--- src/common/ipmx_pkg.sv ---
// constants for the input port mux and serial data inversion block
// assumes a 32-bit apb slave on pclk; byte address is four times the index
// Notes on behaviour
// - pin three: irq select, else channel 0111
// - pins two..zero analog on 0110/0101/0100
// - serial control bits 7,6 read one
// - bit 5 routes shared pin to transmit
// - bit 3 inverts transmit pin data
// - bit 2 inverts received pin data
// - reset clears select and both inversions
// - inversion change acts right after write
// - data read shows pins, analog ones zero
// - mode register resets F7, bit 3 selectable
package ipmx_pkg;
	// register indices as printed; byte address is index times four
	localparam logic [15:0] IPMX_SPC_IDX   = 16'hFF91;
	localparam logic [15:0] IPMX_PDR_IDX   = 16'hFFDE;
	localparam logic [15:0] IPMX_PMR_IDX   = 16'hFFEE;
	localparam logic [15:0] IPMX_CONV_IDX  = 16'hFF00;
	localparam int          IPMX_ADDR_W    = 18;
	localparam int          IPMX_IDX_LSB   = 2;
	// serial pin control field positions
	localparam int          IPMX_SPC_TPS   = 5;
	localparam int          IPMX_SPC_TXI   = 3;
	localparam int          IPMX_SPC_RXI   = 2;
	localparam logic [7:0]  IPMX_SPC_FIXED = 8'hC0;
	// mode register layout
	localparam int          IPMX_PMR_IRQ   = 3;
	localparam logic [7:0]  IPMX_PMR_RST   = 8'hF7;
	// channel codes that claim port pins 0..3
	localparam logic [3:0]  IPMX_CH_PIN0   = 4'h4;
	localparam logic [3:0]  IPMX_CH_PIN1   = 4'h5;
	localparam logic [3:0]  IPMX_CH_PIN2   = 4'h6;
	localparam logic [3:0]  IPMX_CH_PIN3   = 4'h7;
	localparam logic [3:0]  IPMX_CH_RST    = 4'h0;
	localparam int          IPMX_PINS      = 4;
endpackage

--- src/common/ipmx_route_if.sv ---
// carrier between the register top and the port pin router
// assumes both ends sit on the same pclk domain
`timescale 1ns/1ns
`default_nettype none
interface ipmx_route_if;
	logic [3:0] pin_level;   // synchronised port pin levels
	logic [3:0] channel;     // converter channel field
	logic       irq_select;  // pin three as interrupt input
	logic [3:0] read_value;  // data register read value
	logic [3:0] analog_en;   // pins handed to the converter
	logic       irq_level;   // interrupt input level
	modport regs  (output pin_level, output channel, output irq_select,
		input read_value, input analog_en, input irq_level);
	modport route (input pin_level, input channel, input irq_select,
		output read_value, output analog_en, output irq_level);
endinterface
`default_nettype wire

--- src/logic/ipmx_top.sv ---
// input port mux and serial data inversion, apb register slave
// assumes pins arrive asynchronously; serial engine and gpio share pclk
//
// Chosen here: the APB register port.
`timescale 1ns/1ns
`default_nettype none
module ipmx_top (
	input  wire logic        pclk,
	input  wire logic        presetn,
	input  wire logic        clk_en,
	input  wire logic        psel,
	input  wire logic        penable,
	input  wire logic        pwrite,
	input  wire logic [31:0] paddr,
	input  wire logic [31:0] pwdata,
	input  wire logic [3:0]  pstrb,
	output logic      [31:0] prdata,
	output logic             pready,
	output logic             pslverr,
	input  wire logic [3:0]  port_pin,
	output logic      [3:0]  analog_pin_en,
	output logic             irq_one_level,
	input  wire logic        serial_rx_pin,
	output logic             rx_data,
	input  wire logic        tx_data,
	input  wire logic        gpio_out,
	input  wire logic        gpio_oe,
	output logic             serial_tx_pin,
	output logic             serial_tx_oe,
	output logic             tx_pin_select
);
	// all state of the block in one record
	typedef struct packed {
		logic        tx_pin_select; // shared pin drives transmit
		logic        tx_invert;     // transmit data inverted
		logic        rx_invert;     // receive data inverted
		logic        irq_select;    // pin three as interrupt
		logic [3:0]  channel;       // converter channel field
		logic [3:0]  pin_s1;        // port pin sync stage one
		logic [3:0]  pin_s2;        // port pin sync stage two
		logic        rx_s1;         // receive pin sync stage one
		logic        rx_s2;         // receive pin sync stage two
		logic [3:0]  analog_en;     // registered converter claim
		logic        irq_level;     // registered interrupt level
		logic [31:0] rdata;         // read data holding register
		logic        ready;         // access answer
		logic        err;           // unmapped address answer
	} ipmx_state_t;

	ipmx_state_t cur;   // registered state
	ipmx_state_t next;  // next state

	ipmx_route_if rt ();  // link to the pin router

	// selects and synchronised pins out to the router
	assign rt.pin_level  = cur.pin_s2;
	assign rt.channel    = cur.channel;
	assign rt.irq_select = cur.irq_select;

	ipmx_pin_route i_ipmx_pin_route (
		.rt (rt)
	);

	// top bit past the register index within a byte address
	localparam int IPMX_IDX_END = ipmx_pkg::IPMX_IDX_LSB + 16;

	// index decode of a byte address, unaligned ones never match
	function automatic logic ipmx_hit(input logic [31:0] a, input logic [15:0] idx);
		ipmx_hit = (a[1:0] == 2'b00) &&
			(a[31:IPMX_IDX_END] == '0) &&
			(a[IPMX_IDX_END-1:ipmx_pkg::IPMX_IDX_LSB] == idx);
	endfunction

	// serial pin control as read back
	function automatic logic [7:0] ipmx_spc_view(input ipmx_state_t s);
		logic [7:0] v;
		v = '0;
		v = v | ipmx_pkg::IPMX_SPC_FIXED;
		v[ipmx_pkg::IPMX_SPC_TPS] = s.tx_pin_select;
		v[ipmx_pkg::IPMX_SPC_TXI] = s.tx_invert;
		v[ipmx_pkg::IPMX_SPC_RXI] = s.rx_invert;
		ipmx_spc_view = v;
	endfunction

	// mode register as read back
	function automatic logic [7:0] ipmx_pmr_view(input ipmx_state_t s);
		logic [7:0] v;
		v = ipmx_pkg::IPMX_PMR_RST;
		v[ipmx_pkg::IPMX_PMR_IRQ] = s.irq_select;
		ipmx_pmr_view = v;
	endfunction

	logic access;     // access phase cycle before the answer
	logic commit;     // edge at which the transfer completes
	logic hit_spc;    // serial pin control selected
	logic hit_pdr;    // port data selected
	logic hit_pmr;    // port mode selected
	logic hit_conv;   // converter channel selected
	logic mapped;     // any register selected

	assign access   = psel && penable && !cur.ready;
	assign commit   = psel && penable && cur.ready;
	assign hit_spc  = ipmx_hit(paddr, ipmx_pkg::IPMX_SPC_IDX);
	assign hit_pdr  = ipmx_hit(paddr, ipmx_pkg::IPMX_PDR_IDX);
	assign hit_pmr  = ipmx_hit(paddr, ipmx_pkg::IPMX_PMR_IDX);
	assign hit_conv = ipmx_hit(paddr, ipmx_pkg::IPMX_CONV_IDX);
	assign mapped   = hit_spc | hit_pdr | hit_pmr | hit_conv;

	// next state: sync, apb answer, register writes
	always_comb begin
		next = cur;
		// pins go through two flops before anything reads them
		next.pin_s1 = port_pin;
		next.pin_s2 = cur.pin_s1;
		next.rx_s1  = serial_rx_pin;
		next.rx_s2  = cur.rx_s1;
		// router results are registered so outputs come from flops
		next.analog_en = rt.analog_en;
		next.irq_level = rt.irq_level;
		// answer one cycle into the access phase, dropped after commit
		next.ready = access;
		next.err   = access && !mapped;
		if (access && !pwrite) begin
			// read data captured the cycle before it is taken
			next.rdata = '0;
			if (hit_spc) begin
				next.rdata[7:0] = ipmx_spc_view(cur);
			end else if (hit_pmr) begin
				next.rdata[7:0] = ipmx_pmr_view(cur);
			end else if (hit_pdr) begin
				next.rdata[3:0] = rt.read_value;
			end else if (hit_conv) begin
				next.rdata[3:0] = cur.channel;
			end else begin
				next.rdata = '0;
			end
		end
		if (commit && pwrite && pstrb[0]) begin
			// writes act on the completing edge only
			if (hit_spc) begin
				next.tx_pin_select = pwdata[ipmx_pkg::IPMX_SPC_TPS];
				next.tx_invert = pwdata[ipmx_pkg::IPMX_SPC_TXI];
				next.rx_invert = pwdata[ipmx_pkg::IPMX_SPC_RXI];
			end else if (hit_pmr) begin
				next.irq_select = pwdata[ipmx_pkg::IPMX_PMR_IRQ];
			end else if (hit_conv) begin
				next.channel = pwdata[3:0];
			end else begin
				// data register and unmapped: writes ignored
				next.channel = cur.channel;
			end
		end
		if (!clk_en) begin
			// clock enable low freezes every flop
			next = cur;
		end
	end

	// reset values of the whole record
	localparam ipmx_state_t IPMX_RST_STATE = '{
		tx_pin_select: 1'b0,
		tx_invert:     1'b0,
		rx_invert:     1'b0,
		irq_select:    ipmx_pkg::IPMX_PMR_RST[ipmx_pkg::IPMX_PMR_IRQ],
		channel:       ipmx_pkg::IPMX_CH_RST,
		pin_s1:        4'h0,
		pin_s2:        4'h0,
		rx_s1:         1'b0,
		rx_s2:         1'b0,
		analog_en:     4'h0,
		irq_level:     1'b0,
		rdata:         32'h0000_0000,
		ready:         1'b0,
		err:           1'b0
	};

	// state register
	always_ff @(posedge pclk or negedge presetn) begin
		if (!presetn) begin
			cur <= IPMX_RST_STATE;
		end else begin
			cur <= next;
		end
	end

	// bus answer straight from flops
	assign prdata        = cur.rdata;
	assign pready        = cur.ready;
	assign pslverr       = cur.err;
	assign analog_pin_en = cur.analog_en;
	assign irq_one_level = cur.irq_level;
	assign tx_pin_select = cur.tx_pin_select;

	// the inversion xors stay combinational so they add no delay to a bit edge;
	// the price is that an inversion change glitches data in flight
	// receive xor path
	assign rx_data = cur.rx_s2 ^ cur.rx_invert;

	// shared pin: gpio unless routed to the transmitter
	// transmit xor path
	assign serial_tx_pin = cur.tx_pin_select ? (tx_data ^ cur.tx_invert) : gpio_out;
	assign serial_tx_oe  = cur.tx_pin_select ? 1'b1 : gpio_oe;
endmodule
`default_nettype wire

--- src/logic/ipmx_pin_route.sv ---
// port pin function router: analog, interrupt or plain input per pin
// assumes synchronised pin levels and registered selects from the top
`timescale 1ns/1ns
`default_nettype none
module ipmx_pin_route (
	ipmx_route_if.route rt
);
	// code that claims pin n for the converter
	function automatic logic [3:0] ipmx_pin_code(input int n);
		case (n)
			0:       ipmx_pin_code = ipmx_pkg::IPMX_CH_PIN0;
			1:       ipmx_pin_code = ipmx_pkg::IPMX_CH_PIN1;
			2:       ipmx_pin_code = ipmx_pkg::IPMX_CH_PIN2;
			default: ipmx_pin_code = ipmx_pkg::IPMX_CH_PIN3;
		endcase
	endfunction

	genvar g;
	generate
		for (g = 0; g < 3; g++) begin : g_low
			assign rt.analog_en[g] = (rt.channel == ipmx_pin_code(g));
		end
	endgenerate

	assign rt.analog_en[3] = !rt.irq_select && (rt.channel == ipmx_pin_code(3));
	assign rt.irq_level    = rt.irq_select & rt.pin_level[3];

	assign rt.read_value = rt.pin_level & ~rt.analog_en;
endmodule
`default_nettype wire

--- config.mk ---
export PLATFORM = sky130hd
export DESIGN_NAME = ipmx_top
export DESIGN_NICKNAME = d
export VERILOG_FILES = /design/src/common/ipmx_pkg.sv /design/src/common/ipmx_route_if.sv /design/src/logic/ipmx_top.sv /design/src/logic/ipmx_pin_route.sv
export SDC_FILE = /design/constraint.sdc
export NUM_CORES = 1
export LEC_CHECK = 0
export BUFFER_PORTS_ARGS = -buffer_cell sky130_fd_sc_hd__buf_2
export CAP_MARGIN = 20
export CORE_AREA = 5 5 74 76
export CTS_BUF_LIST = sky130_fd_sc_hd__clkbuf_8 sky130_fd_sc_hd__clkbuf_16
export DETAILED_ROUTE_END_ITERATION = 6
export DIE_AREA = 0 0 79 81
export PLACE_DENSITY = 0.77
export SYNTH_ARGS = -nofsm -noshare
export SYNTH_HDL_FRONTEND = slang
export SYNTH_SLANG_ARGS = --single-unit
--- constraint.sdc ---
create_clock -name pclk -period 2.1 [get_ports pclk]
set_input_delay 0.42 -clock pclk [delete_from_list [all_inputs] [get_ports pclk]]
set_output_delay 0.42 -clock pclk [all_outputs]
set_load 0.03 [all_outputs]
* Word level (Yosys, flattened, before mapping) *
Cells that the tools add are included.

operators by class
  reductions and logical operators = 23
  mux-type cells = 6
  equal/unequal tests = 8
  bitwise gates (word level) = 10

operator list
  cell                                                                   number
  16-bit equality test, second input constant                            4
  4-bit by 3-bit equality test with 1-bit output, second input constant  4
  8-bit two-way mux                                                      2
  14-bit logical NOT                                                     1
  1-bit logical AND                                                      13
  4-bit two-way mux                                                      2
  5-bit AND reduction                                                    1
  4-bit AND                                                              1
  1-bit logical NOT                                                      4
  4-bit inverter                                                         1
  4-bit AND reduction                                                    1
  1-bit bitwise OR                                                       3
  3-bit AND reduction                                                    1
  2-bit logical NOT                                                      1
  1-bit two-way mux                                                      2
  1-bit inverter                                                         2
  2-bit AND reduction                                                    1
  1-bit XOR                                                              2
  1-bit AND                                                              1

word-level totals
  output and inout bits = 43
  bits of input ports = 82
  logic and storage cells = 61
  flip-flop bits (word level) = 33

* Logic depth before layout (Yosys ltp) *
  depth after elaboration = 8
  mapped depth = 5
  gate-level depth less buffers = 5

* By module *
Synthesis repeated with hierarchy kept, for this count alone.

unflattened totals
  cell total of the unflattened synthesis = 178
  area total of the unflattened synthesis = 1,916.8 µm²

modules (own cells, without submodules)
  module          area each (µm²)  sequential area each (µm²)  instances  cells an instance
  ipmx_top        1,825.5          800.8                       1          167
  ipmx_pin_route  91.3             0.0                         1          11

* Worst setup path before layout *
No wires, ideal clock.

  path kind = input to register
  from = in paddr[3]
  to = reg cur, in the netlist rt.channel[0]
  required time = 1.975 ns
  arrival = 2.007 ns
  library setup time = 0.125 ns
  cell stages on the path = 4
  path buffers = 0
  slack = -0.032 ns
  cell sequence = or4_4 -> nor4_4 -> nor3b_4 -> mux2_2

between the ends
  cells in the longest elaborated chain, start to end = 4
  elaborated cells between the ends (all ways) = 9
  those cells by class = eq/ne (3); bitwise (2); reduce/logical (4)

ends and longest elaborated chain
  what                               line             source
  start: declaration                 ipmx_top.sv:14   input wire logic [31:0] paddr,
  16-bit equality test               ipmx_top.sv:71   (a[IPMX_IDX_END-1:ipmx_pkg::IPMX_IDX_LSB] == idx);
  1-bit logical AND                  ipmx_top.sv:70   (a[31:IPMX_IDX_END] == '0) &&
  1-bit inverter (no line)           --
  5-bit AND reduction (no line) (*)  --
  end signal: assignment             ipmx_top.sv:182  cur <= next;
  end: declaration                   ipmx_top.sv:50   ipmx_state_t cur;

Every way passes the cells marked *; elsewhere a longest branch is shown, timed or not.
A chain may end at the register's enable or synchronous reset.

* Final worst setup path *
  from = in paddr[2]
  to = reg cur, in the netlist prdata[0]

between the ends
  cells in the longest elaborated chain, start to end = 6
  elaborated cells between the ends (all ways) = 12
  those cells by class = eq/ne (4); mux (4); reduce/logical (4)

ends and longest elaborated chain
  what                   line             source
  16-bit equality test   ipmx_top.sv:71
  1-bit logical AND      ipmx_top.sv:70
  4-bit two-way mux      ipmx_top.sv:132  end else if (hit_conv) begin
  4-bit two-way mux      ipmx_top.sv:130  end else if (hit_pdr) begin
  8-bit two-way mux      ipmx_top.sv:128  end else if (hit_pmr) begin
  8-bit two-way mux (*)  ipmx_top.sv:126  if (hit_spc) begin

Marked as above.

==> impl_metrics.csv <==
group,metric,value,unit
clock_network,cts_buffer_depth,2,
global_route,grt_max_degree,33,
logic_synthesis,ys_types,42,
routing,post-route-drc-count,0,
logic_synthesis,synth_edf_count,0,
routing,avgViaCountPerCell,4.753,
placement,portBuffers,70,
logic_synthesis,synth_area_leaders,"dfrtp_1 (42%), buf_4 (14%), mux2_2 (9.5%), nor4_4 (3.4%), mux2_4 (2.4%)",
logic_synthesis,yosysMostFrequentCell,"buf_4",
routing,wire_per_inst,13.32,um
critical_path,path_max_fanout,4,
logic_synthesis,synth_top_area_share,0.4244,
floorplanning,rows,25,
clock_network,tritoncts,"done",
logic_synthesis,syn_area,1887,um2
hold_path,hold_class,"input port to async pin",
sta,hold_violations,0,
critical_path,cp-start-kind,"input port",
routing,vias,1445,
final_layout,synthToLayoutAreaGrowth,23.28,%
critical_path,end_kind,"flip-flop",
logic_synthesis,synth_common_cells,"buf_4 (36), dfrtp_1 (32), mux2_2 (16), inv_1 (8), o21ai_0 (8)",
logic_synthesis,netlist_instances,173,
power,p_total,1478,uW
routing,firstDrtPassIters,4,
clock_network,cts-root-buf,"clkbuf_8",
run_status,status,"complete, no violations",
clock_network,clkLatencyLatePin,0.29,ns
sta,max_freq,500.5,MHz
logic_synthesis,async_flop_share,1.000,
sta,worstMarginPinSlew,0.6839,ns
critical_path,worstPathArrival,2.22,ns
placement,place.gp.congestion,0.7761,
clock_network,ctsHoldBuffers,0,
sta,fin_worst_skew,0.004486,ns
logic_synthesis,ys_seq_area_frac,0.4244,
sta,relSlewSlack,0.5440,
global_route,grt_util_all_layers,0.1240,
critical_path,cpPeakStageDelay,0.54,ns
power,power.density,635.2,nW/um2
floorplanning,core,4661,um2
floorplanning,die_y,81,um
sta,grt_setup_unrepaired,"no",
final_layout,fin_util,0.4991,
critical_path,crit_family,"simple AND/OR/NAND/NOR gates",
logic_synthesis,yosysTopAreaCell,"dfrtp_1",
clock_network,cts_setup_buffers,0,
clock_network,h-tree-depth,2,
final_layout,antennaDiodeCount,0,
run,drv_cap,0,
critical_path,critPathRequiredTime,2.33,ns
global_route,antenna_found_initial,0,
routing,dr.first_iter.drc_count,58,
sta,fin_crit,1.998,ns
clock_network,numCtsBuffers,5,
clock_network,cts.sinks,32,
floorplanning,die_w,79,um
final_layout,layout-drive-gt1-share,0.4880,
clock_network,post_cts_resized,0,
global_route,grt_pass1_vias,1395,
sta,fin_crit_sh,0.9514,
final_layout,final_nets,331,
sta,setup_viol,0,
power,leakage,0.001240,uW
floorplanning,die_area,6399,um2
logic_synthesis,synth_warnings,0,
routing,drtAntennaViolNets,0,
clock_network,path_clk_slew,0.06,ns
power,max-vdd-ir-drop,332.1,uV
critical_path,crit_path_cell_trace,"buf_2 > or4_4 > nor4_4 > buf_4 > nor2_1 > a2111oi_1 > a22o_1",
routing,drt-total-wl,4049,um
critical_path,path_class,"input port to flip-flop",
global_route,grt-ovfl-total,0,
critical_path,path_buf_inv,2,
logic_synthesis,synth_seq_cells,32,
floorplanning,ios,125,
floorplanning,start_util,0.4048,
critical_path,crit_slowest_cell,"or4_4",
global_route,grt_pass1_wl,6141,um
logic_synthesis,synth_top_flop_cell,"dfrtp_1",
logic_synthesis,syn_area_per_cell,10.91,um2
sta,finalMaxSlewViolations,0,
placement,hpwl,3375,um
[cells by family (layout without fill, tap and decap cells)]
family,Yosys count,after routing,share of synthesized area
xor gates and xnor gates,2,2,0.009286
other,1,24,0.001987
muxes,20,20,0.1247
and+or+nand+nor,50,50,0.1963
AOI/OAI and AO/OA,21,21,0.07428
buffers and inverters,47,101,0.1691
DFF,32,32,0.4244
[final timing paths]
| path | startpoint | end | slack [ns] | cells past startpoint |
|---|---|---|---|---|
| setup / recovery | paddr[2] | prdata[0] | 0.10 | 7 |
| hold / removal | presetn | prdata[4] | 0.17 | 1 |
| setup reg to reg | rt.channel[3] | prdata[3] | 0.42 | 5 |
| hold reg to reg | prdata[1] | prdata[1] | 0.47 | 1 |
| max in group asynchronous | presetn | analog_pin_en[0] | 1.48 | 1 |
| min in group pclk | port_pin[0] | cur[45] | 0.36 | 2 |
[placed cells by master, fill, tap and decap left out, drive strengths merged, types with 3 or more instances in the layout]
cell and count:
o21ai 8, mux2 19, buf 85, inv 9, nand3 3, nand4 4, dfrtp 32, nand4b 4
nor2 7, nor4 10, nor3b 3, clkbuf 5, nand2 7, conb 24
[power by group]
| group | switching, uW | internal, uW | leakage (uW) | total (uW) |
|---|---|---|---|---|
| logic | 158 | 87.9 | 0.000760 | 246 |
| registers | 19.6 | 649 | 0.000421 | 668 |
| clock network | 217 | 347 | 0.0000593 | 564 |
| total | 395 | 1080 | 0.00124 | 1480 |
[area by class of cell]
| class | count | area (um2) |
|---|---|---|
| timing repair buffer | 85 | 462.9 |
| multi-input combinational | 117 | 857.1 |
| tap | 54 | 67.56 |
| clock buffer | 5 | 68.82 |
| sequential | 32 | 800.8 |
| clock inverter | 3 | 38.79 |
| fill | 437 | 2335 |
| inverter | 8 | 30.03 |
[per-layer routing]
metal,up-vias,global-route usage,routed length (um),share of wire
met5,-,0,0,0
met1,680,0.1351,1582,0.39
li1,709,-,-,-
met4,0,0.04639,48,0.012
met3,4,0.03880,313,0.077
met2,52,0.2256,2103,0.52
[worst reg2reg max path, delay by kind of cell, from the launching register on]
kind            cells  cell delay, ns
flops               1            0.40
compound gates      2            0.40
simple gates        3            0.76
[registers in the layout, indices dropped and copies added, names as in the netlist, 4 cells and up]
| signal | flops |
|---|---|
| cur | 8 |
| prdata | 7 |
| analog_pin_en | 4 |
| rt.channel | 4 |
| rt.pin_level | 4 |
[per-stage QoR]
stage | TNS, ns | worst slack, ns | instances | hold slack [ns] | area, um2
after floorplan | 0 | 0.004522 | 196 | 0.1244 | 1977
after global placement | -0.8429 | -0.1642 | 296 | 0.4571 | 2218
after detailed placement | -0.9526 | -0.1770 | 296 | 0.4679 | 2218
after CTS | 0 | 0.1189 | 304 | 0.1925 | 2326
after global routing | 0 | 0.06554 | 304 | 0.2451 | 2326
final | 0 | 0.1021 | 304 | 0.1718 | 2326
Power figures use the tool's default switching activity.
